[src/rtl/tws_defs.vh]
// register offsets, field positions, reset values and timing for the timer/watchdog/sleep block
// assumes an 8-bit register view carried in the low byte of a 32-bit wishbone word
`ifndef TWS_DEFS_VH
`define TWS_DEFS_VH
// ==================================================
// register byte offsets
`define TWS_OFF_TIMER     6'h00
`define TWS_OFF_TCFG      6'h04
`define TWS_OFF_P5DIR     6'h08
`define TWS_OFF_P6DIR     6'h0C
`define TWS_OFF_P7DIR     6'h10
`define TWS_OFF_P6WAKE    6'h14
`define TWS_OFF_WDSLP     6'h18
`define TWS_OFF_IMASK     6'h1C
`define TWS_OFF_IFLAG     6'h20
`define TWS_OFF_OPS       6'h24
`define TWS_OFF_STATUS    6'h28
`define TWS_OFF_P5OUT     6'h2C
`define TWS_OFF_P6OUT     6'h30
`define TWS_OFF_P7OUT     6'h34
// ==================================================
// field positions
`define TWS_TCFG_PULLN    7
`define TWS_TCFG_GIE      6
`define TWS_TCFG_SRC      5
`define TWS_TCFG_EDGE     4
`define TWS_TCFG_OWNER    3
`define TWS_WD_ODE        6
`define TWS_WD_WATCHDOG_ENABLE       5
`define TWS_WD_RUN        4
`define TWS_WD_ROC        3
`define TWS_WD_WAKEN      0
`define TWS_IRQ_EXT       3
`define TWS_IRQ_TMR       0
`define TWS_OP_GON        0
`define TWS_OP_GOFF       1
`define TWS_OP_RETURN_FROM_IRQ_OP       2
`define TWS_OP_WDCLR      3
`define TWS_OP_SLEEP      4
`define TWS_OP_TAKEN      5
// ==================================================
// reset values and write masks
`define TWS_RST_TCFG      8'hBF
`define TWS_RST_DIR       8'hFF
`define TWS_RST_P6WAKE    8'hFF
`define TWS_RST_WDSLP     8'h31
`define TWS_RST_ZERO      8'h00
`define TWS_WDSLP_MASK    8'h79
`define TWS_IRQ_MASK      8'h09
// ==================================================
// timing
`define TWS_CLK_MHZ       125
`define TWS_OST_TIME_US   18000
`define TWS_WDT_TIME_US   18000
`define TWS_CNT_W         22
`endif

[src/rtl/tws_timer_watchdog.v]
// timer/counter, watchdog, shared prescaler, port control, sleep and reset sequencing
// assumes a classic wishbone master on clk_i and pins arriving asynchronously
//
// The address map and the Wishbone register port were left to the implementer.
`timescale 1ns/1ps
`include "tws_defs.vh"

module tws_timer_watchdog #(
  parameter                  CNT_W   = `TWS_CNT_W,
  parameter [CNT_W-1:0]      OST_CYC = `TWS_OST_TIME_US * `TWS_CLK_MHZ,
  parameter [CNT_W-1:0]      WDT_CYC = `TWS_WDT_TIME_US * `TWS_CLK_MHZ
) (
  input  wire                clk_i,
  input  wire                rst_i,
  input  wire                wb_cyc_i,
  input  wire                wb_stb_i,
  input  wire                wb_we_i,
  input  wire [31:0]         wb_adr_i,
  input  wire [31:0]         wb_dat_i,
  input  wire [3:0]          wb_sel_i,
  output reg  [31:0]         wb_dat_o,
  output reg                 wb_ack_o,
  input  wire                reset_pin_n_i,
  input  wire                timer_pin_i,
  input  wire                ext_irq_n_i,
  input  wire                clk_div_opt_i,
  input  wire                watchdog_fuse_option_i,
  input  wire [7:0]          p5_i,
  input  wire [7:0]          p6_i,
  input  wire [7:0]          p7_i,
  output reg  [7:0]          p5_o,
  output reg  [7:0]          p5_oe_n_o,
  output reg  [7:0]          p6_o,
  output reg  [7:0]          p6_oe_n_o,
  output reg  [7:0]          p7_o,
  output reg  [7:0]          p7_oe_n_o,
  output reg  [7:0]          p6_pullup_o,
  output reg  [1:0]          p7_pullup_o,
  output reg                 irq_request_o,
  output reg                 core_reset_o,
  output reg                 core_stall_o,
  output reg                 osc_stop_o
);

  // ==================================================
  // input synchronisers
  reg  [7:0]          p5_s1_q, p5_s2_q, p6_s1_q, p6_s2_q, p7_s1_q, p7_s2_q;
  reg  [4:0]          misc_s1_q, misc_s2_q;
  reg                 tpin_prev_q, ext_prev_q;

  always @(posedge clk_i) begin
    p5_s1_q   <= p5_i;
    p5_s2_q   <= p5_s1_q;
    p6_s1_q   <= p6_i;
    p6_s2_q   <= p6_s1_q;
    p7_s1_q   <= p7_i;
    p7_s2_q   <= p7_s1_q;
    misc_s1_q <= {reset_pin_n_i, timer_pin_i, ext_irq_n_i, clk_div_opt_i, watchdog_fuse_option_i};
    misc_s2_q <= misc_s1_q;
    tpin_prev_q <= misc_s2_q[3];
    ext_prev_q  <= misc_s2_q[2];
  end

  wire                pin_rst_n  = misc_s2_q[4];
  wire                tpin       = misc_s2_q[3];
  wire                ext_n      = misc_s2_q[2];
  wire                div_opt    = misc_s2_q[1];
  wire                wdt_fuse   = misc_s2_q[0];

  // ==================================================
  // registers
  reg  [7:0]          timer_q, tcfg_q, p5dir_q, p6dir_q, p7dir_q, p6wake_q;
  reg  [7:0]          wdslp_q, imask_q, iflag_q, p5out_q, p6out_q, p7out_q;
  reg  [7:0]          presc_q;
  reg  [CNT_W-1:0]    wdt_base_q, ost_cnt_q;
  reg                 ost_is_reset_q, sleep1_q, wdt_force_q;
  reg  [1:0]          div_q;
  reg                 ack_q;

  wire                sys_rst    = core_reset_o;
  wire                owner_wdt  = tcfg_q[`TWS_TCFG_OWNER];
  wire [2:0]          ratio      = tcfg_q[2:0];
  wire                osc_run    = wdslp_q[`TWS_WD_RUN];

  // ==================================================
  // wishbone decode, writes land at the edge the master sees ack
  wire                bus_req    = wb_cyc_i & wb_stb_i;
  wire                wr_fire    = bus_req & wb_we_i & ack_q & wb_sel_i[0];
  wire [5:0]          adr        = wb_adr_i[5:0];
  wire                adr_hi_ok  = (wb_adr_i[31:6] == 26'h0000000);
  wire [7:0]          wdat       = wb_dat_i[7:0];

  wire                wr_timer   = wr_fire & adr_hi_ok & (adr == `TWS_OFF_TIMER);
  wire                wr_tcfg    = wr_fire & adr_hi_ok & (adr == `TWS_OFF_TCFG);
  wire                wr_wdslp   = wr_fire & adr_hi_ok & (adr == `TWS_OFF_WDSLP);
  wire                wr_iflag   = wr_fire & adr_hi_ok & (adr == `TWS_OFF_IFLAG);
  wire                wr_ops     = wr_fire & adr_hi_ok & (adr == `TWS_OFF_OPS);
  wire [7:0]          ops        = wr_ops ? wdat : 8'h00;

  wire                op_wdclr   = ops[`TWS_OP_WDCLR];
  wire                op_sleep   = ops[`TWS_OP_SLEEP];

  // ==================================================
  // instruction clock and timer count source
  wire                instr_tick = (div_opt ? (div_q == 2'h3) : div_q[0]) & osc_run;
  wire                tpin_edge  = tcfg_q[`TWS_TCFG_EDGE] ? (tpin_prev_q & ~tpin)
                                                          : (~tpin_prev_q & tpin);
  wire                tsrc_evt   = tcfg_q[`TWS_TCFG_SRC] ? tpin_edge : instr_tick;

  // ==================================================
  // shared prescaler: timer needs 2^(n+1) events, watchdog 2^n
  wire [7:0]          tmr_mask   = (8'h02 << ratio) - 8'h01;
  wire [7:0]          wdt_mask   = (8'h01 << ratio) - 8'h01;
  wire                wdt_evt    = (wdt_base_q == WDT_CYC - 1'b1);
  wire                presc_evt  = owner_wdt ? wdt_evt : tsrc_evt;
  wire [7:0]          presc_mask = owner_wdt ? wdt_mask : tmr_mask;
  wire                presc_full = ((presc_q & presc_mask) == presc_mask);
  wire                timer_inc  = owner_wdt ? tsrc_evt : (tsrc_evt & presc_full);
  wire                wdt_expire = owner_wdt ? (wdt_evt & presc_full) : wdt_evt;
  wire                wdt_active = wdt_force_q | (~wdt_fuse & wdslp_q[`TWS_WD_WATCHDOG_ENABLE]);
  wire                wdt_clear  = op_wdclr | op_sleep;
  wire                wdt_reset  = wdt_active & wdt_expire & ~wdt_clear;

  // ==================================================
  // wake and reset sources
  wire [7:0]          p6_wake    = ~p6_s2_q & ~p6wake_q;
  wire                p7_wake    = ~(p7_s2_q[4] & p7_s2_q[5]) & ~wdslp_q[`TWS_WD_WAKEN];
  wire                wake_evt   = ~osc_run & ~sys_rst & ((|p6_wake) | p7_wake);
  wire                reset_req  = rst_i | ~pin_rst_n | wdt_reset;

  // ==================================================
  // start-up delay: one counter serves reset hold and wake stall
  always @(posedge clk_i) begin
    if (reset_req) begin
      ost_cnt_q      <= OST_CYC;
      ost_is_reset_q <= 1'b1;
      core_reset_o   <= 1'b1;
      core_stall_o   <= 1'b1;
    end else if (wake_evt) begin
      ost_cnt_q      <= OST_CYC;
      ost_is_reset_q <= 1'b0;
      core_stall_o   <= 1'b1;
    end else begin
      if (ost_cnt_q != {CNT_W{1'b0}}) begin
        ost_cnt_q <= ost_cnt_q - 1'b1;
      end
      core_reset_o <= ost_is_reset_q & (ost_cnt_q > 1);
      core_stall_o <= (ost_cnt_q > 1) | sleep1_q | ~osc_run;
    end
  end

  // ==================================================
  // counters: divider, watchdog base, prescaler, timer
  always @(posedge clk_i) begin
    if (sys_rst) begin
      div_q      <= 2'h0;
      wdt_base_q <= {CNT_W{1'b0}};
      presc_q    <= 8'h00;
      timer_q    <= 8'h00;
    end else begin
      div_q <= div_q + 2'h1;
      // watchdog base keeps running through both sleeps
      if (wdt_clear || wdt_evt) begin
        wdt_base_q <= {CNT_W{1'b0}};
      end else begin
        wdt_base_q <= wdt_base_q + 1'b1;
      end
      if ((wr_timer && !owner_wdt) || (wdt_clear && owner_wdt)) begin
        presc_q <= 8'h00;
      end else if (presc_evt) begin
        presc_q <= presc_full ? 8'h00 : presc_q + 8'h01;
      end
      // software write wins over a count in the same cycle
      if (wr_timer) begin
        timer_q <= wdat;
      end else if (timer_inc) begin
        timer_q <= timer_q + 8'h01;
      end
    end
  end

  // ==================================================
  // control registers
  always @(posedge clk_i) begin
    if (sys_rst) begin
      tcfg_q      <= `TWS_RST_TCFG;
      p5dir_q     <= `TWS_RST_DIR;
      p6dir_q     <= `TWS_RST_DIR;
      p7dir_q     <= `TWS_RST_DIR;
      p6wake_q    <= `TWS_RST_P6WAKE;
      wdslp_q     <= `TWS_RST_WDSLP;
      imask_q     <= `TWS_RST_ZERO;
      p5out_q     <= `TWS_RST_ZERO;
      p6out_q     <= `TWS_RST_ZERO;
      p7out_q     <= `TWS_RST_ZERO;
      sleep1_q    <= 1'b0;
      wdt_force_q <= 1'b0;
    end else begin
      if (wr_tcfg) begin
        tcfg_q[7] <= wdat[7];
        tcfg_q[5:0] <= wdat[5:0];
      end
      if (ops[`TWS_OP_GOFF] || ops[`TWS_OP_TAKEN]) begin
        tcfg_q[`TWS_TCFG_GIE] <= 1'b0;
      end else if (ops[`TWS_OP_GON] || ops[`TWS_OP_RETURN_FROM_IRQ_OP]) begin
        tcfg_q[`TWS_TCFG_GIE] <= 1'b1;
      end
      if (wr_fire && adr_hi_ok && adr == `TWS_OFF_P5DIR) begin
        p5dir_q <= wdat;
      end
      if (wr_fire && adr_hi_ok && adr == `TWS_OFF_P6DIR) begin
        p6dir_q <= wdat;
      end
      if (wr_fire && adr_hi_ok && adr == `TWS_OFF_P7DIR) begin
        p7dir_q <= wdat;
      end
      if (wr_fire && adr_hi_ok && adr == `TWS_OFF_P6WAKE) begin
        p6wake_q <= wdat;
      end
      if (wr_fire && adr_hi_ok && adr == `TWS_OFF_IMASK) begin
        imask_q <= wdat & `TWS_IRQ_MASK;
      end
      if (wr_fire && adr_hi_ok && adr == `TWS_OFF_P5OUT) begin
        p5out_q <= wdat;
      end
      if (wr_fire && adr_hi_ok && adr == `TWS_OFF_P6OUT) begin
        p6out_q <= wdat;
      end
      if (wr_fire && adr_hi_ok && adr == `TWS_OFF_P7OUT) begin
        p7out_q <= wdat;
      end
      // a wake in the same cycle as a write keeps the run bit and enable set
      if (wake_evt) begin
        wdslp_q <= (wr_wdslp ? (wdat & `TWS_WDSLP_MASK) : wdslp_q)
                   | 8'h30;
        wdt_force_q <= 1'b1;
      end else if (wr_wdslp) begin
        wdslp_q     <= wdat & `TWS_WDSLP_MASK;
        wdt_force_q <= 1'b0;
      end
      if (op_sleep) begin
        sleep1_q <= 1'b1;
      end
    end
  end

  // ==================================================
  // interrupt flags: hardware set beats software clear
  wire                ext_fall   = ext_prev_q & ~ext_n;

  always @(posedge clk_i) begin
    if (sys_rst) begin
      iflag_q <= `TWS_RST_ZERO;
    end else begin
      iflag_q[`TWS_IRQ_TMR] <= (timer_inc && timer_q == 8'hFF && !wr_timer)
                               | (iflag_q[`TWS_IRQ_TMR]
                                  & ~(wr_iflag & ~wdat[`TWS_IRQ_TMR]));
      iflag_q[`TWS_IRQ_EXT] <= ext_fall
                               | (iflag_q[`TWS_IRQ_EXT] & ~(wr_iflag & ~wdat[`TWS_IRQ_EXT]));
    end
  end

  // ==================================================
  // pins and request outputs
  genvar gi;
  generate
    for (gi = 0; gi < 8; gi = gi + 1) begin : g_pin
      always @(posedge clk_i) begin
        if (sys_rst) begin
          p5_oe_n_o[gi] <= 1'b1;
          p6_oe_n_o[gi] <= 1'b1;
          p7_oe_n_o[gi] <= 1'b1;
        end else begin
          p5_oe_n_o[gi] <= p5dir_q[gi];
          p6_oe_n_o[gi] <= p6dir_q[gi];
          if (gi >= 6) begin
            p7_oe_n_o[gi] <= p7dir_q[gi] | (wdslp_q[`TWS_WD_ODE] & p7out_q[gi]);
          end else begin
            p7_oe_n_o[gi] <= p7dir_q[gi];
          end
        end
      end
    end
  endgenerate

  always @(posedge clk_i) begin
    if (sys_rst) begin
      p5_o          <= 8'h00;
      p6_o          <= 8'h00;
      p7_o          <= 8'h00;
      p6_pullup_o   <= 8'h00;
      p7_pullup_o   <= 2'h0;
      irq_request_o <= 1'b0;
      osc_stop_o    <= 1'b0;
    end else begin
      p5_o          <= p5out_q;
      p6_o          <= p6out_q;
      p7_o          <= p7out_q;
      p6_pullup_o   <= {8{~tcfg_q[`TWS_TCFG_PULLN]}};
      p7_pullup_o   <= {2{~tcfg_q[`TWS_TCFG_PULLN]}};
      irq_request_o <= tcfg_q[`TWS_TCFG_GIE] & |(iflag_q & imask_q);
      osc_stop_o    <= ~osc_run;
    end
  end

  // ==================================================
  // wishbone read path, one wait state, unmapped reads return zero
  reg  [7:0]          rdat;

  always @* begin
    rdat = 8'h00;
    if (adr_hi_ok) begin
      case (adr)
        `TWS_OFF_TIMER:  rdat = timer_q;
        `TWS_OFF_TCFG:   rdat = tcfg_q;
        `TWS_OFF_P5DIR:  rdat = p5dir_q;
        `TWS_OFF_P6DIR:  rdat = p6dir_q;
        `TWS_OFF_P7DIR:  rdat = p7dir_q;
        `TWS_OFF_P6WAKE: rdat = p6wake_q;
        `TWS_OFF_WDSLP:  rdat = wdslp_q;
        `TWS_OFF_IMASK:  rdat = imask_q;
        `TWS_OFF_IFLAG:  rdat = iflag_q & imask_q;
        `TWS_OFF_STATUS: rdat = {2'h0, {2{wdslp_q[`TWS_WD_ROC]}} & p7_s2_q[1:0],
                                 wdt_active, core_stall_o, ~osc_run, sleep1_q};
        `TWS_OFF_P5OUT:  rdat = p5out_q;
        `TWS_OFF_P6OUT:  rdat = p6out_q;
        `TWS_OFF_P7OUT:  rdat = p7out_q;
        default:         rdat = 8'h00;
      endcase
    end
  end

  always @(posedge clk_i) begin
    if (rst_i) begin
      ack_q    <= 1'b0;
      wb_ack_o <= 1'b0;
      wb_dat_o <= 32'h00000000;
    end else begin
      ack_q    <= bus_req & ~ack_q;
      wb_ack_o <= bus_req & ~ack_q;
      if (bus_req && !ack_q) begin
        wb_dat_o <= {24'h000000, rdat};
      end
    end
  end

endmodule // tws_timer_watchdog

[config.mk]
export PLATFORM = sky130hd
export DESIGN_NAME = tws_timer_watchdog
export DESIGN_NICKNAME = d
export VERILOG_FILES = /design/src/rtl/tws_timer_watchdog.v
export VERILOG_INCLUDE_DIRS = /design/src /design/src/rtl
export SDC_FILE = /design/constraint.sdc
export NUM_CORES = 1
export LEC_CHECK = 0
export BUFFER_PORTS_ARGS = -buffer_cell sky130_fd_sc_hd__buf_2
export CORE_ASPECT_RATIO = 0.5
export CORE_UTILIZATION = 40
export CTS_CLUSTER_DIAMETER = 120
export CTS_CLUSTER_SIZE = 14
export DETAILED_ROUTE_END_ITERATION = 8
export SETUP_SLACK_MARGIN = 0.5
export SLEW_MARGIN = 15
export SYNTH_ARGS = -nofsm -noshare
export SYNTH_HDL_FRONTEND = slang
export SYNTH_SLANG_ARGS = --single-unit
[constraint.sdc]
create_clock -name clk_i -period 3.5 [get_ports clk_i]
set_clock_uncertainty 0.2 [all_clocks]
set_input_delay 0.35 -clock clk_i [delete_from_list [all_inputs] [get_ports clk_i]]
set_output_delay 0.35 -clock clk_i [all_outputs]
set_load 0.01 [all_outputs]
# Yosys cells after proc, flatten, opt, wreduce, memory -nomap -nowiden

Cells that the tools add are included.

Flip-flop bits (word level): 244
Bits in latches: 0
Bits in writable memories: 0
Bits in read-only memories: 0
Input bits: 102
Output and inout port bits: 95
Word-level logic and storage cells: 205
Memories: 0

Add/subtract/negate cells: 7
Multiply operators: 0
Divide/modulo/power cells: 0
$lt $le $gt $ge: 1
Equal/unequal tests: 17
Shift operators: 2
Mux-type cells: 16
Bitwise gates (word level): 65
Reduce and logical (&&, ||, !) cells: 33

Operator list:

| kind                    | number |
|---|---|
| $pmux W8 S13            | 1 |
| $mux W8                 | 6 |
| $eq A6 B6 Y1 const B    | 6 |
| $and A1 B1 Y1           | 32 |
| $logic_not A26 Y1       | 1 |
| $eq A6 B5 Y1 const B    | 4 |
| $add A22 B1 Y22 const B | 1 |
| $eq A22 B22 Y1 const B  | 1 |
| $gt A22 B1 Y1 const B   | 1 |
| $reduce_bool A22 Y1     | 1 |
| $sub A22 B1 Y22 const B | 1 |
| $add A8 B1 Y8 const B   | 2 |
| $and A8 B8 Y8           | 2 |
| $not A1 Y1              | 16 |
| $not A8 Y8              | 2 |
| $reduce_or A8 Y1        | 2 |
| $sub A8 B1 Y8 const B   | 2 |
| $logic_and A1 B1 Y1     | 14 |
| $eq A6 B4 Y1 const B    | 2 |
| $or A1 B1 Y1            | 11 |
| $reduce_or A2 Y1        | 5 |
| $eq A8 B8 Y1            | 1 |
| $eq A8 B8 Y1 const B    | 1 |
| $mux W1                 | 8 |
| 12 further kinds        | 18 |

# Longest topological paths before layout

Gate-level depths: netlist (run 1).

Depth in word-level cells: 12
Mapped depth: 15
Depth with buffers taken out: 12

# Least setup slack after synthesis (run 1)

OpenSTA, ideal clock, no wires.

Path type: register to register
From: register tcfg_q[0]
To: register ost_cnt_q[0]
Setup time: 0.118 ns
Arrival: 2.789 ns
Data required time: 3.182 ns
Slack: 0.393 ns
Cell stages (with the launch flop): 16
Buffers on the path: 3
Clock period less this slack: 3.107 ns
Cells stage by stage: dfxtp_1 -> inv_1 -> ha_1 -> buf_2 -> nor3b_2 -> inv_1 -> ha_1 -> or3b_1 -> nand4_1 -> a31o_1 -> nand4_1 -> a221oi_1 -> or2_1 -> buf_2 -> buf_2 -> nor2_1

Word-level cells in the longest chain between the ends: 11
Elaborated cells on any way between the ends: 13
Classes of those cells: 2 x add/sub; 1 x eq/ne; 2 x shift; 2 x mux; 5 x bitwise; 1 x reduce/logical

RTL lines:

| item                                                  | RTL line                                           | text |
|---|---|---|
| start: declaration                                    | tws_timer_watchdog.v:72                            | `reg [7:0] timer_q, tcfg_q, p5dir_q, p6dir_q, p7dir_q, p6wake_q;` |
| start signal: assignment                              | tws_timer_watchdog.v:186                           | `` tcfg_q <= `TWS_RST_TCFG; `` |
| start signal: assignment                              | tws_timer_watchdog.v:201                           | `tcfg_q[5:0] <= wdat[5:0];` |
| $shl A2 B3 Y8 / $shl A1 B3 Y8 (equally long branches) | tws_timer_watchdog.v:112, tws_timer_watchdog.v:113 |  |
| $sub A8 B1 Y8, on equally long branches               | tws_timer_watchdog.v:112, tws_timer_watchdog.v:113 |  |
| $mux W8 (*)                                           | tws_timer_watchdog.v:116                           | `wire [7:0] presc_mask = owner_wdt ? wdt_mask : tmr_mask;` |
| $and A8 B8 Y8                                         | tws_timer_watchdog.v:117                           | `wire presc_full = ((presc_q & presc_mask) == presc_mask);` |
| $eq A8 B8 Y1 (*)                                      | tws_timer_watchdog.v:117                           |  |
| $and A1 B1 Y1 (*)                                     | tws_timer_watchdog.v:119                           | `wire wdt_expire = owner_wdt ? (wdt_evt & presc_full) : wdt_evt;` |
| $mux W1 (*)                                           | tws_timer_watchdog.v:119                           |  |
| $and A1 B1 Y1 (*) (2 in a row)                        | tws_timer_watchdog.v:122                           | `wire wdt_reset = wdt_active & wdt_expire & ~wdt_clear;` |
| $or A1 B1 Y1 (*)                                      | tws_timer_watchdog.v:129                           | `wire reset_req = rst_i \| ~pin_rst_n \| wdt_reset;` |
| $reduce_or A2 Y1 (no line) (*)                        | -                                                  |  |
| end signal: assignment                                | tws_timer_watchdog.v:145                           | `ost_cnt_q <= ost_cnt_q - 1'b1;` |
| end: declaration                                      | tws_timer_watchdog.v:75                            | `reg [CNT_W-1:0] wdt_base_q, ost_cnt_q;` |

Mark *: on every way between the ends. The rest lies on a longest branch, timed or not.
A chain may end at the register's enable or synchronous reset.

# Worst setup path after layout (run 1)

From: register tcfg_q[0]
To: register ost_cnt_q[9]

Same word-level chain as after synthesis.

==> results.ini, run 1 <==
[outcome]
status = finished with violations
violations = DRC

[pwr]
power_mw = 4.89
power_density_mw_per_mm2 = 436
vdd_drop_max_v = 0.000280
total_leakage_power_nw = 4.29

[yosys]
ys.flop_type = dfxtp_1
ys_seq_area_frac = 0.498
yosys_warnings = 0
yosys-top-cells-area = dfxtp_1 50%, nand2_1 5.2%, nor2_1 4.9%, mux2i_1 4.5%, nand3_1 2.7%
avgSynthCellArea_sq_um = 9.05
syn-cell-area_sq_mm = 0.00949
synth_area_leader_cell = dfxtp_1
post-synth-top-count-cell = dfxtp_1
synth_edf_count = 0
async_flop_share = 0
ys_types = 70
ys_top_cells_by_count = 236 x dfxtp_1, 132 x nand2_1, 125 x nor2_1
ys_seq_elements = 236
synthesis.instances = 1048
netlist.area_leader.share = 0.498

[cts]
cts_tree = done
path_clk_slew_ns = 0.07
insertion_delay_ns = 0.51
htreeDepth = 1
cts_root_buf = clkbuf_16
cts_buffer_depth = 3
cts_buffers = 20
numClockSinks = 236

[detailed_routing]
wirelength_mm = 25.2
first_pass_iters = 7
num_vias = 7816
drt_iter0_drc = 600
wl_per_cell_microns = 16.9
drc_errors = 19
viasPerCell = 5.24
ant_nets = 0

[worst_hold_path]
hold_path_class = in -> reg
min_to = p6wake_q[1]
hold_depth = 3
holdCritStartpoint = wb_dat_i[1]

[sta]
fin_hold_ws_ns = 0.0619
fin_crit_sh = 0.837
rsz0062_at_grt = yes
max_slew_margin = 0.476
fin_setup_tns_ns = 0
layout_min_cycle_time_ns = 2.93
final_hold_viol_count = 0
setup_viol = 0
timing.fmax_mhz = 342
drv_slew = 0
worst-slew-pin-transition_ns = 0.782

[final_layout]
final_net_count = 1297
reg_top3 = ost_cnt_q: 22 flops, wdt_base_q: 22 flops
area_growth_syn_to_layout_pct = 18.1
diodes = 0
drive_above_1_share = 0.198
postLayoutCoreUtil = 0.487
finalNonFillerCells = 1493

[grt]
grt_overflow = 0
antenna_found_initial = 0
grt_pass1_wl_mm = 39.5
grt_util_all_layers = 0.204
grt_max_degree = 79
grt_pass1_vias = 7301

[floorplan]
num_rows = 39
dieArea_sq_mm = 0.0244
die_x_microns = 220
start_util = 0.412
coreArea_sq_mm = 0.0230
die_h_microns = 111
io_pins = 197

[flow_run]
drv_cap = 0

[critical_path]
critPathKind = reg -> reg
timing.rr.start = tcfg_q[0]
timing.rr.end = ost_cnt_q[9]
critPathMaxFanout = 7
required_ns = 3.69
worstPathArrival_ns = 3.11
r2r_setup_slack_ns = 0.57
critPathCaptureType = register
start_kind = register
r2r_cells = 13

[placement]
dpl.hpwl_mm = 17.7
placed_cells = 1444
place_congestion = 0.940
portBuffers = 133

[worst max path at each step]
stage / to / depth (start not counted) / slack [ns] / from
floorplan: timer_q[7] / 13 / 0.52 / tcfg_q[0]
global placement: timer_q[7] / 11 / 0.32 / tcfg_q[0]
detailed placement: timer_q[7] / 10 / 0.24 / tcfg_q[0]
CTS: ost_cnt_q[20] / 13 / 0.51 / tcfg_q[0]
global route: ost_cnt_q[1] / 11 / 0.46 / tcfg_q[3]
finish: ost_cnt_q[9] / 13 / 0.57 / tcfg_q[0]
[cells in the final DEF, fill, tap and decap left out, types with 24 or more instances in the layout]
master | Yosys | routed
a21oi_1 | 31 | 31
buf_4 | 33 | 25
or2_2 | 24 | 24
nand2_1 | 132 | 132
mux2i_1 | 43 | 43
dfxtp_1 | 236 | 233
nor3_1 | 25 | 25
nand3_1 | 52 | 52
conb_1 | 1 | 24
nor2b_1 | 27 | 27
buf_2 | 7 | 133
nor2_1 | 125 | 124
[critical path: stages (launching register included)]
cell,delay (ns)
dfxtp_4,0.37
inv_4,0.04
ha_4,0.15
nor3b_4,0.15
inv_2,0.07
ha_4,0.16
or3b_4,0.38
nand4_1,0.10
a31o_1,0.16
nand4_1,0.21
a221oi_4,0.41
or2_4,0.22
clkbuf_16,0.15
a21oi_1,0.04
[where the power goes]
| group | internal, mW | switching (mW) |
|---|---|---|
| Sequential | 2.71 | 0.0147 |
| Clock | 1.04 | 0.930 |
| Combinational | 0.0762 | 0.113 |
| Total | 3.83 | 1.06 |
[final cells by class]
| cell class | count | area (sq um) |
|---|---|---|
| flip-flops and latches | 236 | 4730 |
| clock inverters | 1 | 16.3 |
| multi-input cells | 737 | 4430 |
| well taps | 307 | 384 |
| clock buffers | 21 | 514 |
| repair buffers | 178 | 1080 |
| fillers | 2233 | 11800 |
| inverters | 13 | 51.3 |
[metal layers]
| layer | GRT usage | share of wire | up-vias |
|---|---|---|---|
| met4 | 0.0492 | 0.021 | 0 |
| met1 | 0.292 | 0.47 | 3699 |
| met3 | 0.0351 | 0.068 | 44 |
| met2 | 0.318 | 0.45 | 244 |
| li1 | - | - | 3829 |
| met5 | 0 | 0 | - |
[logic make-up (layout without fill, tap and decap cells)]
family | count (synthesis) | count (layout) | synth area share
and+or+nand+nor | 478 | 478 | 0.251
DFF | 236 | 236 | 0.498
AOI/OAI and AO/OA | 140 | 140 | 0.100
buffers and inverters | 98 | 213 | 0.0535
muxes | 45 | 45 | 0.0477
xor gates and xnor gates | 41 | 41 | 0.0378
adders and majority gates | 9 | 9 | 0.0119
other | 1 | 24 | 0.000395
[repair_timing]
action | CTS | global route
gates cloned | 0 | 1
pin swaps | 6 | 6
hold endpoints to repair | 26 | 0
gates resized for setup | 5 | 12
setup buffers | 3 | 5
setup endpoints to repair | 25 | 34
hold buffers | 18 | 0
[per-stage QoR]
stage	cell area [sq um]	worst slack, ns
2_1_floorplan	9600	0.520
3_3_place_gp	10300	0.324
3_5_place_dp	10300	0.244
4_1_cts	11100	0.512
5_1_grt	11200	0.455
6_report	11200	0.572
Note: power is estimated with default switching activity, not from simulation.
==> run 2: changes to the inputs <==
- clock period: 3.5 -> 2.7 ns (I/O delays scaled with it)
==> run 2 against run 1 <==
Net effect:
- the flow finishes with violations (DRC, setup timing)
- combinational power increased by 46%
- first-iteration DRC count increased by 11%
- clock power increased by 30%
- power increased by 30%
- cell count increased by 2.4%
- hold slack got worse by 0.012 ns
- routed wire length increased by 5.0%
- non-clock buffer count increased by 35
- sequential power increased by 30%
- critical path type unchanged
- largest cell class unchanged
==> results.ini, run 2 (synthesis gave the netlist of run 1 again) <==
[cts]
numClockSinks = 236  ; unchanged
htreeDepth = 1  ; unchanged
cts_root_buf = clkbuf_16
cts_buffer_depth = 3  ; unchanged
cts_buffers = 20  ; unchanged
cts_tree = done
path_clk_slew_ns = 0.07  ; about the same
insertion_delay_ns = 0.51  ; about the same

[final_layout]
fillers = 2151  ; -3.7%
mostFrequentLayoutCells = 233 x dfxtp_1, 133 x buf_2, 131 x nand2_1
area_growth_syn_to_layout_pct = 23.1
post-route-cell-area_sq_mm = 0.0117  ; +4.2%
final_common_cell = dfxtp_1
drive_above_1_share = 0.246  ; +0.0476
finalNonFillerCells = 1529  ; +2.4%
final_net_count = 1332  ; +2.7%
reg_top3 = ost_cnt_q: 22 flops, wdt_base_q: 22 flops

[sta]
rsz0062_at_grt = yes
layout_min_cycle_time_ns = 2.78  ; -0.150 ns
timing.fmax_mhz = 360  ; +5.4%
fin_setup_tns_ns = -0.395  ; -0.395 ns
final_hold_viol_count = 0  ; unchanged
worst-slew-pin-transition_ns = 0.537  ; -0.245 ns
fin_crit_sh = 1.03  ; +0.192
drv_slew = 0  ; unchanged
setup_slack_ns = -0.0782  ; -0.650 ns
max_slew_margin = 0.641  ; +0.165
setup_viol = 18  ; +18

[placement]
post_dp_cell_area_sq_mm = 0.0107  ; +3.0%
placed_cells = 1478  ; +2.4%
dpl.hpwl_mm = 19.0  ; +7.3%
portBuffers = 133  ; unchanged
place_congestion = 0.928  ; -1.3%

[floorplan]
start_util = 0.412  ; unchanged
io_pins = 197  ; unchanged
coreArea_sq_mm = 0.0230  ; unchanged
dieArea_sq_mm = 0.0244  ; unchanged
num_rows = 39  ; unchanged
die_h_microns = 111  ; unchanged
die_x_microns = 220  ; unchanged

[detailed_routing]
drc_errors = 22  ; +3
wl_per_cell_microns = 17.3  ; +2.5%
wirelength_mm = 26.5  ; +5.0%
num_vias = 8049  ; +3.0%
first_pass_iters = 8  ; +1
ant_nets = 0  ; unchanged
drt_iter0_drc = 667  ; +11%
viasPerCell = 5.26  ; +0.56%

[critical_path]
worstPathArrival_ns = 3.01  ; -0.10 ns
startpoint = tcfg_q[0]
crit_path_end = iflag_q[0]
path_buf_inv = 2  ; -1
required_ns = 2.94  ; -0.75 ns
timing.rr.end = iflag_q[0]
timing.rr.start = tcfg_q[0]
critPathCaptureType = register
r2r_setup_slack_ns = -0.08  ; -0.65 ns
crit_cells = 12  ; -1
critPathMaxFanout = 7  ; unchanged
crit_family = simple AND/OR/NAND/NOR gates
cpMaxStageDelayCell = or4b_1
r2r_cells = 12  ; -1
critPathKind = reg -> reg
path_cells = inv_2 -> ha_4 -> nor3b_4 -> inv_2 -> ha_4 -> or3b_4 -> nand4_1 -> a31o_1 -> and4_4 -> o21ai_2 -> or4b_1 -> a21oi_1
crit_path_max_incr_delay_ns = 0.51  ; +0.10 ns
start_kind = register

[grt]
grt_pass1_wl_mm = 41.2  ; +4.2%
grt_max_degree = 51  ; -35%
grt_pass1_vias = 7549  ; +3.4%
grt_use_met3 = 0.0321  ; -0.00302
busiest_layer = met2
grt_util_all_layers = 0.214  ; +0.00933
grt_overflow = 0  ; unchanged
grt.met2_usage = 0.333  ; +0.0143
antenna_found_initial = 1  ; +1
grt_util_met1 = 0.307  ; +0.0157

[worst_hold_path]
hold_path_class = in -> reg

[pwr]
vdd_drop_max_v = 0.000379  ; +36%
power_density_mw_per_mm2 = 545  ; +25%
power_mw = 6.37  ; +30%
total_leakage_power_nw = 4.54  ; +5.8%

[outcome]
status = finished with violations
violations = DRC, setup timing

[flow_run]
drv_cap = 0  ; unchanged

[run 2: cell count changes in the layout (fill, tap and decap cells not counted), moves of 7 or more]
cell           delta
dlygate4sd3_1     +7
buf_4            +26
nor2_1           -14
nor2_2            +9
[run 2: repair_timing]
item / in CTS / in global routing
resized for setup: 23 / 36
hold buffers: 25 / 0
buffers inserted: 1 / 1
gates cloned: 0 / 1
hold endpoints to repair: 55 / 0
endpoints found under the setup margin: 44 / 68
pin swaps: 14 / 18
[run 2: routing by layer]
metal	up-vias	wire length [microns]	part of all wire
met5	-	0	0
met4	0	562	0.021
met3	44	1900	0.072
met2	271	11700	0.44
met1	3821	12300	0.46
li1	3913	-	-
[run 2: how the worst min path moves through the flow]
stage	startpoint	cells past startpoint	end
after floorplan	watchdog_fuse_option_i	0	misc_s1_q[0]
after global placement	p6_s1_q[2]	0	p6_s2_q[2]
after detailed placement	misc_s1_q[2]	0	misc_s2_q[2]
after CTS	wb_dat_i[3]	3	imask_q[3]
after global routing	wb_dat_i[3]	3	tcfg_q[3]
final	wb_dat_i[3]	3	p5dir_q[3]
[run 2: tightest hold or removal path: cells and delay by family]
kind,cells,cell delay [ns]
and+or+nand+nor,2,0.18
buffers and inverters,1,0.25
[run 2: power breakdown]
part,total [mW],internal [mW],switching (mW)
logic,0.276,0.116,0.160
clock network,2.56,1.35,1.21
registers,3.54,3.52,0.0202
[run 2: area by class of cell]
type                    count  area [sq um]  area share
repair buffers            213          1370       0.117
inverters                  13          48.8     0.00418
clock buffers              21           514      0.0440
multi-input cells         737          4610       0.395
well taps                 307           384      0.0329
flip-flops and latches    236          4730       0.405
diodes                      1          2.50    0.000214
clock inverters             1          16.3     0.00139
[run 2: metrics by stage]
stage | setup slack [ns] | utilization | hold WS, ns
global route | -0.205 | 0.507 | 0.0294
finish | -0.0782 | 0.507 | 0.0498
detailed placement | -0.175 | 0.463 | 0.112
CTS | -0.0713 | 0.500 | 0.0182
global placement | -0.136 | 0.463 | 0.112
floorplan | -0.137 | - | 0.0977
